===== config.mk =====
export PLATFORM = sky130hd
export DESIGN_NAME = fuse_latch_signature_store
export DESIGN_NICKNAME = d
export VERILOG_FILES = /design/src/include/fuse_latch_pkg.sv /design/src/hw/fuse_latch_signature_store.sv /design/src/hw/page_addr_split.sv
export VERILOG_INCLUDE_DIRS = /design/src /design/src/include
export SDC_FILE = /design/constraint.sdc
export NUM_CORES = 1
export LEC_CHECK = 0
export BUFFER_PORTS_ARGS = -buffer_cell sky130_fd_sc_hd__buf_2
export CAP_MARGIN = 20
export CORE_MARGIN = 2
export CORE_UTILIZATION = 29
export DETAILED_ROUTE_END_ITERATION = 8
export GPL_ROUTABILITY_DRIVEN = 0
export GPL_TIMING_DRIVEN = 0
export HOLD_SLACK_MARGIN = 0.1
export PLACE_DENSITY = 0.61
export SYNTH_ARGS = -nofsm -noshare
export SYNTH_HDL_FRONTEND = slang
export SYNTH_SLANG_ARGS = --single-unit

===== constraint.sdc =====
create_clock -name i_sys_clk -period 7.1 [get_ports i_sys_clk]
set_input_delay 0.71 -clock i_sys_clk [delete_from_list [all_inputs] [get_ports i_sys_clk]]
set_output_delay 0.71 -clock i_sys_clk [all_outputs]
set_load 0.02 [all_outputs]

===== src/include/fuse_latch_defines.svh =====
// constants for the configuration fuse latch and signature store
`ifndef FUSE_LATCH_DEFINES_SVH
`define FUSE_LATCH_DEFINES_SVH

`define EXT_CFG_DEFAULT 8'hFF
`define HIGH_CFG_DEFAULT 8'hD9
`define LOW_CFG_DEFAULT 8'h62
`define EXT_UNUSED_MASK 8'hF8
`define HIGH_EXT_RESET_DISABLE_BIT 7
`define HIGH_DEBUG_LINK_BIT 6
`define HIGH_SERIAL_PROG_BIT 5
`define HIGH_WATCHDOG_ON_BIT 4
`define HIGH_EEPROM_PRESERVE_BIT 3
`define HIGH_RESET_VECTOR_BIT 0
`define LOW_CLOCK_DIV8_BIT 7
`define LOW_CLOCK_TO_PIN_BIT 6
`define SIG_ADDR_BYTE0 2'h0
`define SIG_ADDR_BYTE1 2'h1
`define SIG_ADDR_BYTE2 2'h2
`define SIG_ADDR_CALIB 2'h3
`define SEL_EXT 2'h0
`define SEL_HIGH 2'h1
`define SEL_LOW 2'h2
`define SEL_LOCK 2'h3
`define LOCK_DEFAULT 8'hFF
`define FIRST_LOCK_BIT 0
`define FLASH_WORD_LSB 0
`define FLASH_WORD_MSB 5
`define FLASH_PAGE_LSB 6
`define FLASH_ADDR_TOP_BIT 13
`define EEPROM_BYTE_LSB 0
`define EEPROM_BYTE_MSB 1
`define EEPROM_PAGE_LSB 2
`define EEPROM_ADDR_TOP_BIT 9

`endif


===== src/include/fuse_latch_pkg.sv =====
// types for the configuration fuse latch and signature store
package fuse_latch_pkg;

   typedef struct packed {
      logic [7:0] ext_cfg;
      logic [7:0] high_cfg;
      logic [7:0] low_cfg;
   } fuse_set_type;

   typedef struct packed {
      logic [2:0] brownout_level;
      logic ext_reset_disable;
      logic debug_link_enable;
      logic serial_prog_enable;
      logic watchdog_always_on;
      logic eeprom_preserve;
      logic [1:0] boot_size;
      logic reset_vector_select;
      logic clock_divide_by_eight;
      logic clock_to_pin;
      logic [1:0] startup_time;
      logic [3:0] clock_source;
   } cfg_out_type;

   typedef struct packed {
      logic [7:0] flash_page_index;
      logic [5:0] flash_word_in_page;
   } flash_addr_type;

   typedef struct packed {
      logic [7:0] eeprom_page_index;
      logic [1:0] eeprom_byte_in_page;
   } eeprom_addr_type;

   typedef enum logic [1:0] {
      MODE_NORMAL,
      MODE_SERIAL,
      MODE_PARALLEL
   } prog_mode_type;

endpackage : fuse_latch_pkg


===== src/hw/fuse_latch_signature_store.sv =====
// configuration fuse store, working-copy latch and signature space
// Notes on behaviour
// - extended byte: brown-out level in bits 2:0, default ones, upper bits read one
// - high byte bit 5 enables serial programming, default programmed zero
// - serial programming path cannot change the serial-enable bit
// - high byte bits 7,6,4,0: reset disable, debug, watchdog, vector; default one
// - high byte bit 3 programmed keeps eeprom through chip erase
// - high byte bits 2:1 boot size, default 00 maximum
// - low byte bit 7 divide by eight default zero; bit 6 clock to pin default one
// - low byte bits 5:4 start-up default 10; bits 3:0 clock source default 0010
// - chip erase leaves all fuse bits unchanged
// - fuse writes refused while first lock bit programmed
// - fuses captured on programming entry; writes take effect only after exit
// - eeprom preserve takes effect at once when programmed
// - fuses also captured at power-up in normal mode
// - three identification bytes at signature addresses 0 to 2, readable only in a programming mode
// - calibration byte copied into oscillator trim register during reset
// - flash pages of 64 words: bits 5:0 word, 13:6 page
// - eeprom pages of 4 bytes: bits 1:0 byte, 9:2 page
// - fuse bit reads zero when programmed, one when unprogrammed
`timescale 1ns/1ps
`default_nettype none
`include "fuse_latch_defines.svh"

module fuse_latch_signature_store #(
   parameter logic [7:0] IDENT_BYTE_0 = 8'hA5, // arbitrary value
   parameter logic [7:0] IDENT_BYTE_1 = 8'h5A, // arbitrary value
   parameter logic [7:0] IDENT_BYTE_2 = 8'h3C, // arbitrary value
   parameter logic [7:0] CALIB_DEFAULT = 8'h80
) (
   input wire logic i_sys_clk,
   input wire logic i_rst,
   input wire logic i_prog_serial,
   input wire logic i_prog_parallel,
   input wire logic i_fuse_wr,
   input wire logic [1:0] i_fuse_sel,
   input wire logic [7:0] i_fuse_wdata,
   input wire logic i_chip_erase,
   input wire logic i_fuse_rd,
   input wire logic i_sig_rd,
   input wire logic [1:0] i_sig_addr,
   input wire logic [13:0] i_flash_addr,
   input wire logic [9:0] i_eeprom_addr,
   output logic [7:0] o_rdata,
   output logic o_rvalid,
   output logic o_wr_refused,
   output fuse_latch_pkg::cfg_out_type o_cfg,
   output logic o_eeprom_erase,
   output logic [7:0] o_osc_trim_register,
   output logic [7:0] o_first_lock_state,
   output fuse_latch_pkg::flash_addr_type o_flash_split,
   output fuse_latch_pkg::eeprom_addr_type o_eeprom_split
);

   // ------------------------------------------------------------
   // mode tracking
   // ------------------------------------------------------------
   fuse_latch_pkg::prog_mode_type mode_q;
   fuse_latch_pkg::prog_mode_type mode_d;
   logic boot_q;

   always_comb begin
      if (i_prog_parallel) begin
         mode_d = fuse_latch_pkg::MODE_PARALLEL;
      end else if (i_prog_serial) begin
         mode_d = fuse_latch_pkg::MODE_SERIAL;
      end else begin
         mode_d = fuse_latch_pkg::MODE_NORMAL;
      end
   end

   always_ff @(posedge i_sys_clk or posedge i_rst) begin
      if (i_rst) begin
         mode_q <= fuse_latch_pkg::MODE_NORMAL;
      end else begin
         mode_q <= mode_d;
      end
   end

   // first clock after reset release counts as power-up
   always_ff @(posedge i_sys_clk or posedge i_rst) begin
      if (i_rst) begin
         boot_q <= 1'b1;
      end else begin
         boot_q <= 1'b0;
      end
   end

   logic in_prog;
   logic entering_prog;
   assign in_prog = (mode_q != fuse_latch_pkg::MODE_NORMAL);
   assign entering_prog = !in_prog && (mode_d != fuse_latch_pkg::MODE_NORMAL);

   // ------------------------------------------------------------
   // stored fuse cells and lock byte
   // ------------------------------------------------------------
   fuse_latch_pkg::fuse_set_type cells_q;
   logic [7:0] lock_q;
   logic fuse_locked;
   logic serial_mode;

   assign fuse_locked = !lock_q[`FIRST_LOCK_BIT];
   assign serial_mode = (mode_q == fuse_latch_pkg::MODE_SERIAL);

   // serial path keeps the serial-enable bit, so it cannot lock itself out
   function automatic logic [7:0] merge_high(input logic [7:0] old_v, input logic [7:0] new_v,
                                             input logic keep_serial);
      logic [7:0] r;
      r = new_v;
      if (keep_serial) begin
         r[`HIGH_SERIAL_PROG_BIT] = old_v[`HIGH_SERIAL_PROG_BIT];
      end
      return r;
   endfunction : merge_high

   logic fuse_wr_ok;
   assign fuse_wr_ok = i_fuse_wr && in_prog && !fuse_locked && (i_fuse_sel != `SEL_LOCK);

   always_ff @(posedge i_sys_clk or posedge i_rst) begin
      if (i_rst) begin
         cells_q.ext_cfg <= `EXT_CFG_DEFAULT;
         cells_q.high_cfg <= `HIGH_CFG_DEFAULT;
         cells_q.low_cfg <= `LOW_CFG_DEFAULT;
      end else if (fuse_wr_ok) begin
         // chip erase has no path into these cells
         if (i_fuse_sel == `SEL_EXT) begin
            cells_q.ext_cfg <= i_fuse_wdata | `EXT_UNUSED_MASK;
         end else if (i_fuse_sel == `SEL_HIGH) begin
            cells_q.high_cfg <= merge_high(cells_q.high_cfg, i_fuse_wdata, serial_mode);
         end else if (i_fuse_sel == `SEL_LOW) begin
            cells_q.low_cfg <= i_fuse_wdata;
         end
      end
   end

   // lock bits only return to one through chip erase or reset
   always_ff @(posedge i_sys_clk or posedge i_rst) begin
      if (i_rst) begin
         lock_q <= `LOCK_DEFAULT;
      end else if (in_prog && i_chip_erase) begin
         lock_q <= `LOCK_DEFAULT;
      end else if (in_prog && i_fuse_wr && (i_fuse_sel == `SEL_LOCK)) begin
         lock_q <= lock_q & i_fuse_wdata;
      end
   end

   always_ff @(posedge i_sys_clk or posedge i_rst) begin
      if (i_rst) begin
         o_wr_refused <= 1'b0;
      end else begin
         o_wr_refused <= i_fuse_wr && in_prog && fuse_locked && (i_fuse_sel != `SEL_LOCK);
      end
   end

   // ------------------------------------------------------------
   // working copies
   // ------------------------------------------------------------
   fuse_latch_pkg::fuse_set_type work_q;
   logic capture;
   // exit also captures so programmed values apply once the mode is left
   assign capture = boot_q || entering_prog || (in_prog && mode_d == fuse_latch_pkg::MODE_NORMAL);

   always_ff @(posedge i_sys_clk or posedge i_rst) begin
      if (i_rst) begin
         work_q.ext_cfg <= `EXT_CFG_DEFAULT;
         work_q.high_cfg <= `HIGH_CFG_DEFAULT;
         work_q.low_cfg <= `LOW_CFG_DEFAULT;
      end else if (capture) begin
         work_q <= cells_q;
      end
   end

   function automatic fuse_latch_pkg::cfg_out_type decode_cfg(
      input fuse_latch_pkg::fuse_set_type f);
      fuse_latch_pkg::cfg_out_type c;
      c.brownout_level = f.ext_cfg[2:0];
      c.ext_reset_disable = !f.high_cfg[`HIGH_EXT_RESET_DISABLE_BIT];
      c.debug_link_enable = !f.high_cfg[`HIGH_DEBUG_LINK_BIT];
      c.serial_prog_enable = !f.high_cfg[`HIGH_SERIAL_PROG_BIT];
      c.watchdog_always_on = !f.high_cfg[`HIGH_WATCHDOG_ON_BIT];
      c.eeprom_preserve = !f.high_cfg[`HIGH_EEPROM_PRESERVE_BIT];
      c.boot_size = f.high_cfg[2:1];
      c.reset_vector_select = !f.high_cfg[`HIGH_RESET_VECTOR_BIT];
      c.clock_divide_by_eight = !f.low_cfg[`LOW_CLOCK_DIV8_BIT];
      c.clock_to_pin = !f.low_cfg[`LOW_CLOCK_TO_PIN_BIT];
      c.startup_time = f.low_cfg[5:4];
      c.clock_source = f.low_cfg[3:0];
      return c;
   endfunction : decode_cfg

   always_ff @(posedge i_sys_clk or posedge i_rst) begin
      if (i_rst) begin
         o_cfg <= '0;
      end else begin
         o_cfg <= decode_cfg(work_q);
      end
   end

   // preserve bit bypasses the latch
   always_ff @(posedge i_sys_clk or posedge i_rst) begin
      if (i_rst) begin
         o_eeprom_erase <= 1'b0;
      end else begin
         o_eeprom_erase <= in_prog && i_chip_erase
            && cells_q.high_cfg[`HIGH_EEPROM_PRESERVE_BIT];
      end
   end

   always_ff @(posedge i_sys_clk or posedge i_rst) begin
      if (i_rst) begin
         o_first_lock_state <= `LOCK_DEFAULT;
      end else begin
         o_first_lock_state <= lock_q;
      end
   end

   // ------------------------------------------------------------
   // oscillator trim
   // ------------------------------------------------------------
   always_ff @(posedge i_sys_clk or posedge i_rst) begin
      if (i_rst) begin
         o_osc_trim_register <= CALIB_DEFAULT;
      end else if (boot_q) begin
         o_osc_trim_register <= CALIB_DEFAULT;
      end
   end

   // ------------------------------------------------------------
   // read port
   // ------------------------------------------------------------
   function automatic logic [7:0] sig_byte(input logic [1:0] a);
      logic [7:0] r;
      if (a == `SIG_ADDR_BYTE0) begin
         r = IDENT_BYTE_0;
      end else if (a == `SIG_ADDR_BYTE1) begin
         r = IDENT_BYTE_1;
      end else if (a == `SIG_ADDR_BYTE2) begin
         r = IDENT_BYTE_2;
      end else begin
         r = CALIB_DEFAULT;
      end
      return r;
   endfunction : sig_byte

   logic [7:0] fuse_rd_byte;
   always_comb begin
      if (i_fuse_sel == `SEL_EXT) begin
         fuse_rd_byte = cells_q.ext_cfg | `EXT_UNUSED_MASK;
      end else if (i_fuse_sel == `SEL_HIGH) begin
         fuse_rd_byte = cells_q.high_cfg;
      end else if (i_fuse_sel == `SEL_LOW) begin
         fuse_rd_byte = cells_q.low_cfg;
      end else begin
         fuse_rd_byte = lock_q;
      end
   end

   always_ff @(posedge i_sys_clk or posedge i_rst) begin
      if (i_rst) begin
         o_rdata <= 8'h00;
         o_rvalid <= 1'b0;
      end else begin
         o_rvalid <= in_prog && (i_sig_rd || i_fuse_rd);
         if (in_prog && i_sig_rd) begin
            o_rdata <= sig_byte(i_sig_addr);
         end else if (in_prog && i_fuse_rd) begin
            o_rdata <= fuse_rd_byte;
         end
      end
   end

   // ------------------------------------------------------------
   // page address split
   // ------------------------------------------------------------
   page_addr_split u_split (
      .i_sys_clk(i_sys_clk),
      .i_rst(i_rst),
      .i_flash_addr(i_flash_addr),
      .i_eeprom_addr(i_eeprom_addr),
      .o_flash_split(o_flash_split),
      .o_eeprom_split(o_eeprom_split)
   );

endmodule : fuse_latch_signature_store
`default_nettype wire


===== src/hw/page_addr_split.sv =====
// splits flash word and eeprom byte addresses into page and in-page fields
`timescale 1ns/1ps
`default_nettype none
`include "fuse_latch_defines.svh"

module page_addr_split (
   input wire logic i_sys_clk,
   input wire logic i_rst,
   input wire logic [13:0] i_flash_addr,
   input wire logic [9:0] i_eeprom_addr,
   output fuse_latch_pkg::flash_addr_type o_flash_split,
   output fuse_latch_pkg::eeprom_addr_type o_eeprom_split
);

   fuse_latch_pkg::flash_addr_type flash_q;
   fuse_latch_pkg::eeprom_addr_type eeprom_q;

   always_ff @(posedge i_sys_clk or posedge i_rst) begin
      if (i_rst) begin
         flash_q <= '0;
      end else begin
         flash_q.flash_word_in_page <= i_flash_addr[`FLASH_WORD_MSB:`FLASH_WORD_LSB];
         flash_q.flash_page_index <= i_flash_addr[`FLASH_ADDR_TOP_BIT:`FLASH_PAGE_LSB];
      end
   end

   always_ff @(posedge i_sys_clk or posedge i_rst) begin
      if (i_rst) begin
         eeprom_q <= '0;
      end else begin
         eeprom_q.eeprom_byte_in_page <= i_eeprom_addr[`EEPROM_BYTE_MSB:`EEPROM_BYTE_LSB];
         eeprom_q.eeprom_page_index <=
            i_eeprom_addr[`EEPROM_ADDR_TOP_BIT:`EEPROM_PAGE_LSB];
      end
   end

   assign o_flash_split = flash_q;
   assign o_eeprom_split = eeprom_q;

endmodule : page_addr_split
`default_nettype wire


==> results_dict.tcl <==
set metrics [dict create \
    status "finished, final reports clean" \
    fmax_mhz 481 \
    ant_nets 0 \
    synthArstFlopShare 1.00 \
    irDropWorstVdd_mv 0.122 \
    clkTransAtPathRegs_ns 0.07 \
    die_h_um 121 \
    place_hpwl_um 5970 \
    arrival_ns 2.31 \
    multi_input_area_sq_um 1020 \
    drive_gt1_frac 0.564 \
    p_leak_uw 0.00236 \
    fin_nets 427 \
    design.core.area_sq_um 13300 \
    numCtsBuffers 9 \
    port_buffers 105 \
    crit_fanout 10 \
    row_count 42 \
    drc_errors 0 \
    start_util 0.299 \
    yosys.area.top_type "dfrtp_1" \
    crit_type "primary input to flip-flop" \
    relSlewSlack 0.451 \
    hold_path.class "primary input to async pin" \
    post_cts_buffers 0 \
    placed_cells 545 \
    pwr-share-clk 0.335 \
    wirelength_um 8240 \
    overflow 0 \
    root_buffer "clkbuf_16" \
    min_period_ns 2.08 \
    hold_viol 0 \
    cap_viol_max_count 0 \
    insertedDiodeCount 0 \
    drt_iter0_drc 117 \
    synthCells 256 \
    grt_setup_unrepaired "false" \
    drtPass1Iterations 4 \
    ctsResizeCount 0 \
    grt_max_degree 78 \
    setup_viol 0 \
    grt_util_all_layers 0.118 \
    powerDensity_nw_per_um2 332 \
    synth-edff-count 0 \
    startpoint_type "primary input" \
    ys_ff_latch 111 \
    ys_seq_area_frac 0.708 \
    power_frac_seq 0.489 \
    yosys_warnings 0 \
    pin_count 114 \
    htree_levels 3 \
    power.internal_uw 1260 \
    endpoint_kind "flip-flop" \
    fillCellCount 1302 \
    clockBufferDepth 2 \
    combPwrFrac 0.175 \
    avgSynthCellArea_sq_um 15.6 \
    drt-vias-per-instance 4.19 \
    wl_per_cell_um 14.7 \
    ctsHoldBuffers 0 \
    tns_ns 0 \
    antenna_found_initial 1 \
    holdWs_ns 0.373 \
    cts_tree "yes" \
    clock_skew_ns 0.00452 \
    fin_crit_sh 0.293 \
    synth.distinct_cells 38 \
    fin_cells 561 \
    insertion_delay_ns 0.34 \
    synth_top_area_share 0.451 \
    regArea_sq_um 2830 \
    tightest_slew_ns 0.817 \
    grt_pass1_wl_um 13000 \
    power.switching_uw 450 \
    ys.flop_type "dfrtp_1" \
    drv_slew 0 \
    via_count 2351 \
    dieArea_sq_um 14700 \
    yosys-top-cells-area "dfrtp_1 45%, dfstp_2 26%, mux2_2 8.7%, mux2_4 2.3%, mux2i_1 1.8%" \
    swShare 0.263 \
    fp.dieW_um 121 \
    syn2layout_area_growth_pct 28.7 \
    grt_pass1_vias 2470 \
    cp.required_ns 7.33 \
    clock_sinks 111 \
    syn_area_sq_um 3990 \
]
-- final cells by class --
class,count,share of cell area
clock inverters,7,0.0234
plain buffers,14,0.0212
multi-input cells,122,0.199
inverters,16,0.0122
well taps,176,0.0428
flip-flops and latches,111,0.550
repair buffers,106,0.108
clock buffers,9,0.0438
-- Yosys cell counts, drive strengths merged, types with 2 or more instances --
| library cell | number |
|---|---|
| mux2i | 7 |
| nor2b | 5 |
| a21oi | 3 |
| dfrtp | 72 |
| buf | 12 |
| ha | 3 |
| o22ai | 3 |
| mux4 | 3 |
| dfstp | 39 |
| a221oi | 2 |
| inv | 15 |
| conb | 2 |
| o21ai | 15 |
| o22a | 2 |
| mux2 | 37 |
| nand2 | 12 |
| nor2 | 5 |
| clkbuf | 2 |
| a2111oi | 2 |
| nand3 | 2 |
| o211ai | 2 |
-- cell usage in the layout (no fill, tap or decap), drive strengths merged, types with 5 or more instances in the layout --
cell,synthesis,layout
o21ai,15,15
nor2b,5,5
dfrtp,72,72
inv,15,16
conb,2,9
clkbuf,2,11
mux2,37,37
dfstp,39,39
mux2i,7,7
nand2,12,12
nor2,5,5
buf,12,118
-- metal layers --
| layer | GRT usage | vias to the layer above | share of wire |
|---|---|---|---|
| met2 | 0.191 | 51 | 0.51 |
| met1 | 0.147 | 1179 | 0.43 |
| met3 | 0.0334 | 8 | 0.046 |
| met4 | 0.0481 | 2 | 0.013 |
| met5 | 0 | - | 0.0019 |
| li1 | - | 1111 | - |
-- critical path, cell delays in order --
cell and delay (ns):
buf_2 0.11, or4_4 0.55, a21oi_4 0.43, buf_12 0.21
mux2_4 0.30
-- through the flow --
stage           util  power (uW)  area [sq um]  setup WS, ns
6_report       0.385        1710          5140          5.02
5_1_grt        0.385        1790          5140          4.97
4_1_cts        0.385        1730          5140          5.01
3_5_place_dp   0.359        1150          4790          4.63
3_3_place_gp   0.357        1140          4760          2.44
2_1_floorplan      -        1040          4020          3.52
-- final timing paths --
| check | startpoint | endpoint | slack, ns | depth (start not counted) |
|---|---|---|---|---|
| worst min register to register | lock_q[5] | o_first_lock_state[5] | 0.37 | 0 |
| worst max register to register | mode_q[0] | work_q[2] | 5.11 | 5 |
| worst max-delay path | i_prog_serial | work_q[2] | 5.02 | 5 |
| min in group i_sys_clk | lock_q[5] | o_first_lock_state[5] | 0.37 | 0 |
| max in group asynchronous | i_rst | boot_q | 5.98 | 3 |
| worst min-delay path | i_rst | u_split.o_eeprom_split[2] | 0.37 | 2 |
-- power by group through the flow --
| stage | clock network [uW] | logic, uW | registers (uW) |
|---|---|---|---|
| 4_1_cts | 587 | 305 | 838 |
| 3_3_place_gp | 0 | 297 | 846 |
| 5_1_grt | 615 | 326 | 852 |
| 2_1_floorplan | 0 | 134 | 902 |
| 6_report | 573 | 299 | 835 |
| 3_5_place_dp | 0 | 304 | 849 |
-- state kept, by name (all words and copies together), names as in the netlist, 8 cells and up --
register and flops:
cells_q 19, o_first_lock_state 8, o_cfg 19, u_split.o_flash_split 14, lock_q 8, u_split.o_eeprom_split 10
o_rdata 8, work_q 19
-- cell families (layout without fill, tap and decap cells) --
logic type                 count (synthesis)  count (layout)  share of synthesized area
AOI/OAI and AO/OA                         34              34                     0.0574
adders and majority gates                  3               3                    0.00940
buffers and inverters                     30             152                     0.0423
DFF                                      111             111                      0.708
muxes                                     47              47                      0.144
other                                      2               9                    0.00188
and+or+nand+nor                           29              29                     0.0367
(Power assumes the default switching activity.)
